[config.mk]
export PLATFORM = sky130hd
export DESIGN_NAME = ten_gig_mac_frame_tx_path
export DESIGN_NICKNAME = d
export VERILOG_FILES = /design/src/core/mac_pkg.sv /design/src/core/ten_gig_mac_frame_tx_path.sv
export VERILOG_INCLUDE_DIRS = /design/src /design/src/core
export SDC_FILE = /design/constraint.sdc
export NUM_CORES = 2
export LEC_CHECK = 0
export ABC_AREA = 0
export BUFFER_PORTS_ARGS = -buffer_cell sky130_fd_sc_hd__clkbuf_2
export CAP_MARGIN = 5
export CORE_MARGIN = 5
export CORE_UTILIZATION = 50
export DETAILED_ROUTE_END_ITERATION = 10
export PLACE_DENSITY = 0.69
export SKIP_LAST_GASP = 1
export SLEW_MARGIN = 20
export SYNTH_ARGS = -nofsm -noshare
export SYNTH_HDL_FRONTEND = slang
export SYNTH_SLANG_ARGS = --single-unit
[constraint.sdc]
create_clock -name clk_i -period 23 [get_ports clk_i]
set_input_delay 1.15 -clock clk_i [delete_from_list [all_inputs] [get_ports clk_i]]
set_output_delay 1.15 -clock clk_i [all_outputs]
set_load 0.005 [all_outputs]
[src/core/mac_cfg.svh]
// Purpose: constants for the 10G MAC frame path (offsets, fields, codes, timing)
// Assumes: included by bare name from the top module, the monitor and the test
// Notes:   byte addresses on a 32-bit classic Wishbone
`ifndef MAC_CFG_SVH
`define MAC_CFG_SVH
`define REG_CONFIG     8'h00
`define REG_TX_STATUS  8'h04
`define REG_RX_STATUS  8'h08
`define CFG_RESET      16'h0000
`define CFG_WMASK      16'hff0f
`define CFG_FCS_PASS   0
`define CFG_GAP_AVG    1
`define CFG_IFG_ADJ    2
`define CFG_LEN_CHK    3
`define LT_TYPE_MIN    16'h0600
`define LT_VLAN        16'h8100
`define LT_PAUSE       16'h8808
`define MIN_DATA_PAD   16'h002e
`define HDR_BYTES      16'h000e
`define OVERHEAD_BYTES 16'h0012
`define MIN_FRAME      16'h0040
`define MIN_NO_FCS     16'h003c
`define IFG_BITS       96
`define IFG_BYTES      (`IFG_BITS / 8)
`define CRC_POLY       32'hedb88320
`define CRC_RESIDUE    32'hdebb20e3
`define XG_IDLE        8'h07
`define XG_START       8'hfb
`define XG_TERM        8'hfd
`define XG_ERROR       8'hfe
`define XG_PRE         8'h55
`define XG_SFD         8'hd5
`endif

[src/core/mac_pkg.sv]
// Purpose: types shared by the MAC frame path
// Assumes: constants live in mac_cfg.svh
// Notes:   beat_t carries one 64-bit stream beat
package mac_pkg;
  typedef struct packed {
    logic [63:0] data;
    logic [7:0]  keep;
    logic        last;
  } beat_t;
  // gray codes along idle -> preamble -> data -> pad -> fcs -> terminate
  typedef enum logic [2:0] {
    TX_IDLE = 3'b000,
    TX_PRE  = 3'b001,
    TX_DATA = 3'b011,
    TX_PAD  = 3'b010,
    TX_FCS  = 3'b110,
    TX_TERM = 3'b111
  } tx_state_t;
endpackage

[src/core/ten_gig_mac_frame_tx_path.sv]
// Purpose: frame formatting of a 10G MAC: transmit serialiser and receive filter
// Assumes: all inputs on clk_i; receive frames arrive DA..FCS with a spare cycle between frames
// Notes:   transmit side emits one byte slot per cycle with a control flag
`timescale 1ns/1ps
`include "mac_cfg.svh"
module ten_gig_mac_frame_tx_path (
  input  wire logic          clk_i,
  input  wire logic          rst_i,
  input  wire logic          tx_stream_rst_n_i,
  input  wire logic          wb_cyc_i,
  input  wire logic          wb_stb_i,
  input  wire logic          wb_we_i,
  input  wire logic [7:0]    wb_adr_i,
  input  wire logic [3:0]    wb_sel_i,
  input  wire logic [31:0]   wb_dat_i,
  output logic      [31:0]   wb_dat_o,
  output logic               wb_ack_o,
  input  wire mac_pkg::beat_t tx_beat_i,
  input  wire logic          tx_valid_i,
  output logic               tx_ready_o,
  output logic      [7:0]    txd_o,
  output logic               txc_o,
  input  wire mac_pkg::beat_t rx_beat_i,
  input  wire logic          rx_valid_i,
  output mac_pkg::beat_t     rx_beat_o,
  output logic               rx_valid_o,
  output logic               rx_bad_o
);
  // one byte step of the reflected ethernet crc
  function automatic logic [31:0] crc_byte(input logic [31:0] c, input logic [7:0] b);
    logic [31:0] r;
    r = c;
    for (int i = 0; i < 8; i++) begin
      r = (r >> 1) ^ (`CRC_POLY & {32{r[0] ^ b[i]}});
    end
    return r;
  endfunction

  // highest lane whose keep bit is set
  function automatic logic [2:0] top_lane(input logic [7:0] k);
    logic [2:0] t;
    t = 3'h0;
    for (int i = 0; i < 8; i++) begin
      if (k[i]) t = 3'(i);
    end
    return t;
  endfunction

  // ---------------- register bus ----------------
  logic [15:0] cfg_reg, cfg_next;
  logic [31:0] rdat_reg, rdat_next;
  logic        ack_reg, ack_next;
  logic [15:0] lt_reg, lt_next;
  logic [15:0] good_reg, good_next, bad_reg, bad_next;
  logic        is_type, is_vlan, is_pause;

  assign is_type  = lt_reg >= `LT_TYPE_MIN;
  assign is_vlan  = lt_reg == `LT_VLAN;
  assign is_pause = lt_reg == `LT_PAUSE;

  // single-wait-state slave: ack one cycle after the request, dropped the next
  always_comb begin
    ack_next  = wb_cyc_i & wb_stb_i & ~ack_reg;
    cfg_next  = cfg_reg;
    rdat_next = rdat_reg;
    if (ack_next) begin
      case (wb_adr_i)
        `REG_CONFIG: begin
          if (wb_we_i && wb_sel_i[0]) cfg_next[7:0] = wb_dat_i[7:0] & 8'(`CFG_WMASK);
          if (wb_we_i && wb_sel_i[1]) cfg_next[15:8] = wb_dat_i[15:8];
          rdat_next = {16'h0000, cfg_reg};
        end
        `REG_TX_STATUS: rdat_next = {13'h0000, is_pause, is_vlan, is_type, lt_reg};
        `REG_RX_STATUS: rdat_next = {bad_reg, good_reg};
        default:        rdat_next = 32'h0000_0000;
      endcase
    end
  end

  always_ff @(posedge clk_i) begin
    if (rst_i) begin
      cfg_reg  <= `CFG_RESET;
      rdat_reg <= 32'h0000_0000;
      ack_reg  <= 1'b0;
    end else begin
      cfg_reg  <= cfg_next;
      rdat_reg <= rdat_next;
      ack_reg  <= ack_next;
    end
  end
  assign wb_dat_o = rdat_reg;
  assign wb_ack_o = ack_reg;

  logic       fcs_pass, gap_avg, ifg_adj, len_chk;
  logic [9:0] min_gap;
  assign fcs_pass = cfg_reg[`CFG_FCS_PASS];
  assign gap_avg  = cfg_reg[`CFG_GAP_AVG];
  assign ifg_adj  = cfg_reg[`CFG_IFG_ADJ];
  assign len_chk  = cfg_reg[`CFG_LEN_CHK];
  // adjustment only lengthens the gap, never below the 12-byte floor
  assign min_gap = (ifg_adj && {cfg_reg[15:8], 2'b00} > 10'(`IFG_BYTES)) ?
                   {cfg_reg[15:8], 2'b00} : 10'(`IFG_BYTES);

  // ---------------- transmit ----------------
  mac_pkg::tx_state_t st_reg, st_next;
  mac_pkg::beat_t cur_reg, cur_next, nxt_reg, nxt_next;
  logic        cur_v_reg, cur_v_next, nxt_v_reg, nxt_v_next;
  logic [2:0]  lane_reg, lane_next, pre_reg, pre_next;
  logic [1:0]  col_reg, col_next, fidx_reg, fidx_next, dic_reg, dic_next;
  logic [15:0] bcnt_reg, bcnt_next;
  logic [9:0]  gap_reg, gap_next;
  logic [31:0] crc_reg, crc_next;
  logic [7:0]  txd_reg, txd_next;
  logic        txc_reg, txc_next, rdy_reg, rdy_next, take, consume;
  logic [7:0]  byte_now;

  assign take     = tx_valid_i & rdy_reg;
  assign byte_now = cur_reg.data[{lane_reg, 3'b000} +: 8];

  always_comb begin
    st_next = st_reg;   lane_next = lane_reg; pre_next = pre_reg;
    fidx_next = fidx_reg; dic_next = dic_reg; bcnt_next = bcnt_reg;
    crc_next = crc_reg; lt_next = lt_reg;     consume = 1'b0;
    txd_next = `XG_IDLE; txc_next = 1'b1;
    col_next = col_reg + 2'd1; // lane of the slot being produced
    gap_next = (gap_reg == 10'h3ff) ? gap_reg : gap_reg + 10'd1;
    case (st_reg)
      mac_pkg::TX_IDLE: begin
        // start only on a 4-byte boundary once the gap allows it
        if (cur_v_reg && col_reg == 2'd3 &&
            (gap_reg >= min_gap || (gap_avg && gap_reg + 10'd3 - 10'(dic_reg) >= min_gap))) begin
          txd_next = `XG_START;
          st_next  = mac_pkg::TX_PRE;
          pre_next = 3'd0;
          crc_next = 32'hffff_ffff;
          bcnt_next = 16'h0000;
          lane_next = 3'd0;
          gap_next = 10'd0;
          if (!gap_avg) dic_next = 2'd0;
          else if (gap_reg < min_gap) dic_next = dic_reg + 2'(min_gap - gap_reg);
          else if (gap_reg - min_gap >= 10'(dic_reg)) dic_next = 2'd0;
          else dic_next = dic_reg - 2'(gap_reg - min_gap);
        end
      end
      mac_pkg::TX_PRE: begin
        txc_next = 1'b0;
        txd_next = (pre_reg == 3'd6) ? `XG_SFD : `XG_PRE;
        pre_next = pre_reg + 3'd1;
        if (pre_reg == 3'd6) st_next = mac_pkg::TX_DATA;
      end
      mac_pkg::TX_DATA: begin
        if (!cur_v_reg) begin
          // client starved mid-frame: mark the frame errored and close it
          txd_next = `XG_ERROR;
          st_next  = mac_pkg::TX_TERM;
        end else begin
          txc_next  = 1'b0;
          txd_next  = byte_now;
          crc_next  = crc_byte(crc_reg, byte_now);
          bcnt_next = bcnt_reg + 16'd1;
          if (bcnt_reg == 16'd12) lt_next[15:8] = byte_now;
          if (bcnt_reg == 16'd13) lt_next[7:0] = byte_now;
          lane_next = lane_reg + 3'd1;
          if (lane_reg == top_lane(cur_reg.keep)) begin
            consume   = 1'b1;
            lane_next = 3'd0;
            if (cur_reg.last) begin
              fidx_next = 2'd0;
              if (fcs_pass) st_next = mac_pkg::TX_TERM;
              else if (bcnt_next < `MIN_NO_FCS) st_next = mac_pkg::TX_PAD;
              else st_next = mac_pkg::TX_FCS;
            end
          end
        end
      end
      mac_pkg::TX_PAD: begin
        txc_next  = 1'b0;
        txd_next  = 8'h00;
        crc_next  = crc_byte(crc_reg, 8'h00);
        bcnt_next = bcnt_reg + 16'd1;
        if (bcnt_next == `MIN_NO_FCS) st_next = mac_pkg::TX_FCS;
      end
      mac_pkg::TX_FCS: begin
        // low register byte leaves first, its bit 0 carrying the x31 term
        txc_next  = 1'b0;
        txd_next  = ~crc_reg[{fidx_reg, 3'b000} +: 8];
        fidx_next = fidx_reg + 2'd1;
        if (fidx_reg == 2'd3) st_next = mac_pkg::TX_TERM;
      end
      mac_pkg::TX_TERM: begin
        txd_next = `XG_TERM;
        gap_next = 10'd1; // terminate byte counts toward the gap
        st_next  = mac_pkg::TX_IDLE;
      end
      default: st_next = mac_pkg::TX_IDLE;
    endcase
    // two-deep holding so the serialiser never waits on the ready round trip
    cur_next = cur_reg; cur_v_next = cur_v_reg & ~consume;
    nxt_next = nxt_reg; nxt_v_next = nxt_v_reg;
    if (!cur_v_next && nxt_v_next) begin
      cur_next = nxt_reg; cur_v_next = 1'b1; nxt_v_next = 1'b0;
    end
    if (take) begin
      if (!cur_v_next) begin
        cur_next = tx_beat_i; cur_v_next = 1'b1;
      end else begin
        nxt_next = tx_beat_i; nxt_v_next = 1'b1;
      end
    end
    rdy_next = ~nxt_v_next;
    // a start picked in this very cycle is cancelled too, so no lone start code leaks out
    if (!tx_stream_rst_n_i) begin
      cur_v_next = 1'b0;
      nxt_v_next = 1'b0;
      rdy_next   = 1'b0;
      st_next    = mac_pkg::TX_IDLE;
      txc_next   = 1'b1;
      txd_next   = `XG_IDLE;
      if (st_reg != mac_pkg::TX_IDLE) begin
        txd_next = `XG_ERROR;
        gap_next = 10'd1; // the cut frame still earns a full gap
      end
    end
  end

  // transmit registers; gap starts full so the first frame need not wait
  always_ff @(posedge clk_i) begin
    if (rst_i) begin
      st_reg    <= mac_pkg::TX_IDLE;
      cur_v_reg <= 1'b0;
      nxt_v_reg <= 1'b0;
      cur_reg   <= '0;
      nxt_reg   <= '0;
      lane_reg  <= 3'd0;
      pre_reg   <= 3'd0;
      col_reg   <= 2'd0;
      fidx_reg  <= 2'd0;
      dic_reg   <= 2'd0;
      bcnt_reg  <= 16'h0000;
      gap_reg   <= 10'(`IFG_BYTES);
      crc_reg   <= 32'hffff_ffff;
      lt_reg    <= 16'h0000;
      txd_reg   <= `XG_IDLE;
      txc_reg   <= 1'b1;
      rdy_reg   <= 1'b0;
    end else begin
      st_reg    <= st_next;
      cur_v_reg <= cur_v_next;
      nxt_v_reg <= nxt_v_next;
      cur_reg   <= cur_next;
      nxt_reg   <= nxt_next;
      lane_reg  <= lane_next;
      pre_reg   <= pre_next;
      col_reg   <= col_next;
      fidx_reg  <= fidx_next;
      dic_reg   <= dic_next;
      bcnt_reg  <= bcnt_next;
      gap_reg   <= gap_next;
      crc_reg   <= crc_next;
      lt_reg    <= lt_next;
      txd_reg   <= txd_next;
      txc_reg   <= txc_next;
      rdy_reg   <= rdy_next;
    end
  end
  assign txd_o = txd_reg;
  assign txc_o = txc_reg;
  assign tx_ready_o = rdy_reg;

  // ---------------- receive ----------------
  mac_pkg::beat_t hold_reg, hold_next, out_reg, out_next;
  logic        hold_v_reg, hold_v_next, tail_reg, tail_next, ov_reg, ov_next, bad_o_reg, bad_o_next;
  logic        bad_t_reg, bad_t_next, is_len_reg, is_len_next;
  logic [12:0] idx_reg, idx_next, hidx_reg, hidx_next;
  logic [15:0] len_reg, len_next, lim_reg, lim_next, lim_len, lim, total;
  logic [31:0] rcrc_reg, rcrc_next, rcrc_all;
  logic [7:0]  in_mask, hold_mask;
  logic [3:0]  in_cnt;
  logic        len_err;

  always_comb begin
    len_next = len_reg; is_len_next = is_len_reg;
    if (rx_valid_i && idx_reg == 13'd1) begin
      len_next    = {rx_beat_i.data[39:32], rx_beat_i.data[47:40]};
      is_len_next = len_next < `LT_TYPE_MIN;
    end
    // pad is cut only for short length frames without fcs passing
    lim_len = (is_len_next && len_next < `MIN_DATA_PAD && !fcs_pass) ?
              `HDR_BYTES + len_next : 16'hffff;
    in_cnt = 4'd0;
    rcrc_all = rcrc_reg;
    for (int i = 0; i < 8; i++) begin
      if (rx_beat_i.keep[i]) begin
        in_cnt = in_cnt + 4'd1;
        rcrc_all = crc_byte(rcrc_all, rx_beat_i.data[8*i +: 8]);
      end
    end
    total = {idx_reg, 3'b000} + 16'(in_cnt);
    lim = lim_len;
    if (rx_beat_i.last && !fcs_pass && total - 16'd4 < lim) lim = total - 16'd4;
    if (tail_reg) lim = lim_reg;
    for (int i = 0; i < 8; i++) begin
      in_mask[i]   = rx_beat_i.keep[i] && ({idx_reg, 3'b000} + 16'(i)) < lim;
      hold_mask[i] = hold_reg.keep[i] && ({hidx_reg, 3'b000} + 16'(i)) < lim;
    end
    len_err = len_chk && is_len_next && (len_next >= `MIN_DATA_PAD ?
              len_next != total - `OVERHEAD_BYTES : total != `MIN_FRAME);
    hold_next = hold_reg; hold_v_next = hold_v_reg; hidx_next = hidx_reg;
    idx_next = idx_reg; rcrc_next = rcrc_reg; tail_next = 1'b0; lim_next = lim_reg;
    bad_t_next = bad_t_reg; out_next = out_reg; ov_next = 1'b0; bad_o_next = 1'b0;
    good_next = good_reg; bad_next = bad_reg;
    if (tail_reg) begin
      // final beat of a frame whose last input beat still held bytes to deliver
      out_next = '{data: hold_reg.data, keep: hold_mask, last: 1'b1};
      ov_next = 1'b1; bad_o_next = bad_t_reg; hold_v_next = 1'b0;
    end else if (rx_valid_i) begin
      rcrc_next = rcrc_all; idx_next = idx_reg + 13'd1;
      if (rx_beat_i.last) begin
        bad_t_next = (rcrc_all != `CRC_RESIDUE) || len_err;
        if (bad_t_next) bad_next = bad_reg + 16'd1;
        else good_next = good_reg + 16'd1;
        idx_next = 13'd0; rcrc_next = 32'hffff_ffff;
        if (in_mask == 8'h00) begin
          out_next = '{data: hold_reg.data, keep: hold_mask, last: 1'b1};
          ov_next = hold_v_reg; bad_o_next = bad_t_next; hold_v_next = 1'b0;
        end else begin
          out_next = '{data: hold_reg.data, keep: hold_mask, last: 1'b0};
          ov_next = hold_v_reg; tail_next = 1'b1; lim_next = lim;
          hold_next = rx_beat_i; hidx_next = idx_reg; hold_v_next = 1'b1;
        end
      end else if (in_mask != 8'h00) begin
        out_next = '{data: hold_reg.data, keep: hold_mask, last: 1'b0};
        ov_next = hold_v_reg;
        hold_next = rx_beat_i; hidx_next = idx_reg; hold_v_next = 1'b1;
      end
    end
  end

  always_ff @(posedge clk_i) begin
    if (rst_i) begin
      hold_reg <= '0; out_reg <= '0; hold_v_reg <= 1'b0; tail_reg <= 1'b0; ov_reg <= 1'b0;
      bad_o_reg <= 1'b0; bad_t_reg <= 1'b0; is_len_reg <= 1'b0; idx_reg <= 13'd0;
      hidx_reg <= 13'd0; len_reg <= 16'h0000; lim_reg <= 16'hffff;
      rcrc_reg <= 32'hffff_ffff; good_reg <= 16'h0000; bad_reg <= 16'h0000;
    end else begin
      hold_reg <= hold_next; out_reg <= out_next; hold_v_reg <= hold_v_next;
      tail_reg <= tail_next; ov_reg <= ov_next; bad_o_reg <= bad_o_next;
      bad_t_reg <= bad_t_next; is_len_reg <= is_len_next; idx_reg <= idx_next;
      hidx_reg <= hidx_next; len_reg <= len_next; lim_reg <= lim_next;
      rcrc_reg <= rcrc_next; good_reg <= good_next; bad_reg <= bad_next;
    end
  end
  assign rx_beat_o  = out_reg;
  assign rx_valid_o = ov_reg;
  assign rx_bad_o   = bad_o_reg;
endmodule

# == Word-level counts from Yosys, hierarchy flattened ==
# Index checks and enable logic that the tools add are counted.
# totals
ramBits,0
out_inout_bits,118
n_memories,0
input_bits,198
latch_bits,0
wordCells,488
reg_bits,565
romBits,0
# op_classes
n_reduce_logical,69
n_mul,0
eq_ne,31
magnitude_cmp,27
n_div,0
add_sub_neg,40
n_bitwise,166
n_shift,2
mux,109
# op_table
op,n
bitwise XOR 31 x 32 -> 32 bit,80
2-to-1 mux 73 bit,10
2-to-1 mux 32 bit,11
< comparator 16 bit,17
case mux 32 bit (3 select lines),2
"adder 16 x 3 -> 16 bit, second input constant",8
2-to-1 mux 16 bit,6
"adder 16 x 1 -> 16 bit, second input constant",5
bitwise XOR 1 bit,72
"adder 16 x 2 -> 16 bit, second input constant",4
indexed part select 64 x 7 -> 8 bit,1
2-to-1 mux 3 bit,18
2-to-1 mux 13 bit,4
2-to-1 mux 10 bit,5
case mux 16 bit (3 select lines),1
case mux 8 bit (6 select lines),1
2-to-1 mux 8 bit,5
"== test 16 bit, second input constant",2
"== test 16 x 4 -> 1 bit, second input constant",2
"< comparator 16 x 6 -> 1 bit, second input constant",2
"!= test 32 bit, second input constant",1
indexed part select 32 x 6 -> 8 bit,1
logical AND 1 bit,30
"adder 4 x 1 -> 4 bit, second input constant",7
other kinds (59),149

# == Logic depth before layout (Yosys ltp) ==
# depth
depth_word,142
ltp_mapped,57
depth_no_buf,48

# == Least setup slack after synthesis ==
# Ideal clock, no wire load.
# synth_path
path_kind,input port to flip-flop
from,input rx_beat_i[3] (netlist bit)
to,register hold_reg[45] (netlist bit)
stages,52
setup_slack_ns,11.222
t_required_ns,22.930
setup_time_ns,0.070
arrival_ns,11.707
path_buffers,12
path_cell_list,clkbuf_1 -> buf_1 -> clkbuf_1 -> clkbuf_1 -> clkbuf_1 -> buf_1 -> buf_1 -> clkbuf_1 -> xor2_1 -> ha_1 -> nand2_1 -> o21ai_0 -> xnor2_1 -> a21oi_1 -> ha_1 -> nand2_1 -> xnor2_1 -> xnor2_1 -> (+16 left out) -> nor4bb_1 -> o21a_1 -> clkbuf_1 -> buf_1 -> a21oi_1 -> nor2_1 -> a21oi_1 -> ha_1 -> a21o_1 -> maj3_1 -> a21oi_1 -> nor2_1 -> or4_1 -> nor2_1 -> clkbuf_1 -> clkbuf_1 -> nand2_1 -> a21oi_1
# synth_via
elab_chain_cells,22
word_cells_on_any_way,38
classes_between,7 x add/sub; 9 x order compare; 1 x eq/ne; 8 x mux; 13 x reduce/logical
# synth_lines
element,line,rtl
"start, declared",ten_gig_mac_frame_tx_path.sv:23,"input wire mac_pkg::beat_t rx_beat_i,"
2-to-1 mux 4 bit,ten_gig_mac_frame_tx_path.sv:293,if (rx_beat_i.keep[i]) begin
adder 4 x 1 -> 4 bit,ten_gig_mac_frame_tx_path.sv:294,in_cnt = in_cnt + 4'd1;
2-to-1 mux 4 bit,ten_gig_mac_frame_tx_path.sv:293,
adder 4 x 1 -> 4 bit,ten_gig_mac_frame_tx_path.sv:294,
2-to-1 mux 4 bit,ten_gig_mac_frame_tx_path.sv:293,
adder 4 x 1 -> 4 bit,ten_gig_mac_frame_tx_path.sv:294,
2-to-1 mux 4 bit,ten_gig_mac_frame_tx_path.sv:293,
adder 4 x 1 -> 4 bit,ten_gig_mac_frame_tx_path.sv:294,
(+6 left out),n/a,
logical AND 1 bit,ten_gig_mac_frame_tx_path.sv:300,if (rx_beat_i.last && !fcs_pass && total - 16'd4 < lim) lim = total - 16'd4;
2-to-1 mux 16 bit,ten_gig_mac_frame_tx_path.sv:300,
2-to-1 mux 16 bit,ten_gig_mac_frame_tx_path.sv:301,if (tail_reg) lim = lim_reg;
< comparator 16 bit,ten_gig_mac_frame_tx_path.sv:303,"in_mask[i] = rx_beat_i.keep[i] && ({idx_reg, 3'b000} + 16'(i)) < lim;"
logical AND 1 bit,ten_gig_mac_frame_tx_path.sv:303,
logical NOT 8 bit / nonzero test 8 bit (equally long branches),"ten_gig_mac_frame_tx_path.sv:323, ten_gig_mac_frame_tx_path.sv:331",
!= test 2 bit (no line) / nonzero test 2 bit (equally long branches),n/a,
AND reduction 4 bit (no line) (*),n/a,
"end signal, assigned",ten_gig_mac_frame_tx_path.sv:346,hold_reg <= hold_next; out_reg <= out_next; hold_v_reg <= hold_v_next;
"end, declared",ten_gig_mac_frame_tx_path.sv:271,"mac_pkg::beat_t hold_reg, hold_next, out_reg, out_next;"
# Mark *: on every way between the ends. The rest lies on a longest branch, timed or not.
# A chain may end at the register's enable or synchronous reset.

# == Worst setup path in the final report ==
# layout_path
from,input rx_beat_i[14] (netlist bit)
to,register good_reg[9]
# layout_via
elab_chain_cells,81
word_cells_on_any_way,121
classes_between,1 x eq/ne; 8 x mux; 110 x bitwise; 2 x reduce/logical
# layout_lines
element,line,rtl
bitwise XOR 1 bit (*),ten_gig_mac_frame_tx_path.sv:34,r = (r >> 1) ^ (`CRC_POLY & {32{r[0] ^ b[i]}});
bitwise XOR 31 x 32 -> 32 bit (*) (3 in series),ten_gig_mac_frame_tx_path.sv:34,
2-to-1 mux 32 bit (*),ten_gig_mac_frame_tx_path.sv:293,
bitwise XOR 31 x 32 -> 32 bit (3 in series),ten_gig_mac_frame_tx_path.sv:34,
bitwise XOR 1 bit / bitwise XOR 31 x 32 -> 32 bit (equally long branches),ten_gig_mac_frame_tx_path.sv:34,
bitwise XOR 31 x 32 -> 32 bit (2 in series),ten_gig_mac_frame_tx_path.sv:34,
bitwise XOR 31 x 32 -> 32 bit / bitwise XOR 1 bit (equally long branches) (2 in series),ten_gig_mac_frame_tx_path.sv:34,
bitwise XOR 31 x 32 -> 32 bit,ten_gig_mac_frame_tx_path.sv:34,
(+57 left out),n/a,
bitwise XOR 31 x 32 -> 32 bit (2 in series),ten_gig_mac_frame_tx_path.sv:34,
bitwise XOR 31 x 32 -> 32 bit / bitwise XOR 1 bit (equally long branches) (2 in series),ten_gig_mac_frame_tx_path.sv:34,
bitwise XOR 31 x 32 -> 32 bit,ten_gig_mac_frame_tx_path.sv:34,
2-to-1 mux 32 bit (*),ten_gig_mac_frame_tx_path.sv:293,
!= test 32 bit (no line) (*),n/a,
logical OR 1 bit (*),ten_gig_mac_frame_tx_path.sv:319,bad_t_next = (rcrc_all != `CRC_RESIDUE) || len_err;
inverter 1 bit (no line) (*),n/a,
AND reduction 4 bit (no line) (*),n/a,
"end signal, assigned",ten_gig_mac_frame_tx_path.sv:350,rcrc_reg <= rcrc_next; good_reg <= good_next; bad_reg <= bad_next;
"end, declared",ten_gig_mac_frame_tx_path.sv:54,"logic [15:0] good_reg, good_next, bad_reg, bad_next;"
# Marks and branches as above.

==> impl_results.md <==
* Status: complete, no violations
* Die extent in y at between 200 and 300 um
* Clk_lat worst skew at 630 ps
* Global route overflow at 0
* Number of flip-flops under the largest register name at 73
* Dominant synthesized flop cell: dfxtp_1
* Vias per inst at 5.86
* Final nets at 5,379
* Data arrival time of the worst path at 14,720 ps
* Element type at the critical path start: primary input
* DRT iter0 DRCs at 3,391
* Root Buffer: clkbuf_16
* Final setup viols at 0
* Vias in the first global route at 33,200
* Proportion of layout cells with a drive suffix above 1 at 0.121
* Maxcap violations at 0
* CTS tree: built
* DR vias at 36,400
* GRT Overall Usage at 0.271
* Util after Layout at 0.557
* Pins Over Slew Limit at 0
* Crit Path Class: in2reg
* First-pass GRT wire length at 192 mm
* Sequential fraction of the synthesis area at 0.275
* Starting Density at 0.502
* Placer Congestion at 0.955
* Core area at 81,700 um2
* Final WL at 124 mm
* Port Buffers at 292
* Post-CTS Hold Buffers at 0
* Worst-path clk slew at about 60 ps
* Actual slew at the worst max-slew pin at between 1000 and 1500 ps
* Post-cts sizing count at 0
* Number of synthesized flops with an enable pin at 0
* FFs w/ async S/R, synth at 0
* #FFs+latches synth at 563
* Clock skew at 42.5 ps
* Clock Sinks at 563
* DR WL/cell at 20.0 um
* Rel. slew slack at 0.0936
* Num ports at approximately 320
* Final worst setup slack at 8830 ps
* Layout fillers at 7,585
* Post-synthesis cell area at 41,000 um2
* Final min period at between 10,000 and 15,000 ps
* Maximum buffer depth of the clock tree at 3
* Die width at 296 um
* Worst endpoint required time at 23,550 ps
* Synth Area per Inst at 8.22 um2
* YS warnings at 0
* Remaining DRCs at 0
* Largest net degree at the start of global routing at 224
* Slowest cell on the critical path: or4_1
* Cell variety after synth at 111
* Final Hold Viols at 0
* HPWL Detailed at 89.1 mm
* Antenna violations before repair at 11
* Final TNS setup at 0 ps
* Fin crit share at 0.616
* Hold WC Path Type: reg2reg
* FMAX at 70.6 MHz
* Max incr delay on CP at 920 ps
* Area delta synth->final at 11.0%
* Synthesized instance count at 4,992
* Max FO, Critical Path at 25
* Final ANT Viol Nets at 0
* Setup Buffers After CTS at 0
* CTS Buf Count at 67
* TritonRoute pass-1 iters at 6
* Reg-to-reg slack, setup at 8960 ps
* Row count at roughly 110
* DIE AREA at 87,900 um2
* Top cell by count, worst path: xnor3_1
* RSZ-0062 raised after global routing: no
* Worst slack at placement at 8450 ps
* CTS H-Tree Depth at 3
* Crit. End Element: register
* Synth Net Count at 5,295
==> final cells by class <==
cell class                      count  area, um2  area share
Multi-Input combinational cell   4024      28300       0.621
Sequential cell                   563      11300       0.248
Timing Repair Buffer              349       1930      0.0424
Clock buffer                       92       1890      0.0415
Tap cell                         1070       1340      0.0294
Clock inverter                     28        520      0.0114
Inverter                           71        267     0.00585
Antenna cell                       10       25.0    0.000550
==> stage by stage <==
stage / hold slack [ps] / std cells / area [um2]
6_report: 431 / 6207 / 45500
5_1_grt: 463 / 6202 / 45500
4_1_cts: 441 / 6196 / 45500
3_5_place_dp: 417 / 6076 / 43100
3_3_place_gp: 409 / 6076 / 43100
2_1_floorplan: 399 / 4992 / 41000
==> routing by layer <==
metal / track usage / part of all wire / wire length (um) / vias to the layer above
li1: - / - / - / 17700
met1: 0.402 / 0.46 / 57300 / 17200
met2: 0.398 / 0.43 / 53200 / 1218
met3: 0.0485 / 0.077 / 9530 / 204
met4: 0.0922 / 0.033 / 4120 / 2
met5: 0 / 0.00010 / 13 / -
==> logic make-up after synthesis <==
kind of cell / synth area share
DFF: 0.275
AOI/OAI and AO/OA: 0.162
adders and majority gates: 0.0336
buffers and inverters: 0.0376
xor gates and xnor gates: 0.206
and+or+nand+nor: 0.204
muxes: 0.0819
==> worst paths after layout <==
kind,from,to,cells past startpoint
setup / recovery,rx_beat_i[14],good_reg[9],34
hold / removal,col_reg[0],col_reg[0],1
setup reg to reg,rcrc_reg[5],good_reg[9],33
hold reg to reg,col_reg[0],col_reg[0],1
==> placed cells by master (no fill, tap or decap), types with 47 or more instances in the layout <==
cell and instances:
nand3_1 166, a21oi_1 446, xnor2_1 399, nor2_1 590, nor3_1 87, dfxtp_1 562, nand4_1 50, nand2_1 649
xnor3_1 91, clkbuf_2 290, inv_1 69, xor2_1 191, clkbuf_16 67, a311oi_1 77, o21ai_0 134, a211o_1 47
buf_4 55, ha_1 103, mux2i_1 223
==> Yosys cell counts, types with 24 or more instances <==
cell	n	area [um2]
clkbuf_1	283	1060
a21oi_1	447	2240
inv_1	69	259
nand2_1	652	2450
mux2_2	40	450
nor4_1	37	231
ha_1	103	1290
a22oi_1	25	188
nor2_1	592	2220
buf_1	36	135
xnor3_1	91	2050
or3_1	36	225
a211oi_1	41	308
and3_1	30	188
dfxtp_1	563	11300
a21o_1	36	270
o21ai_0	134	671
a211o_1	47	412
xor3_1	24	571
nor3_1	87	435
nand4_1	50	313
nor2b_1	38	238
xor2_1	192	1680
a311oi_1	77	674
xnor2_1	399	3490
nand3_1	167	836
o211ai_1	32	240
mux2i_1	224	2240
nand2b_1	38	238
mux4_2	25	563
a31oi_1	25	156
==> critical path: cells and delay by family <==
kind	cells	cell delay, ps
and+or+nand+nor	10	3690
buffers and inverters	2	530
AOI/OAI and AO/OA	6	1960
xor gates and xnor gates	13	6000
muxes	3	1360
Power is left out: the tool's default activity adds up to more than one toggle a clock period on the data nets, which glitch-free logic cannot reach.
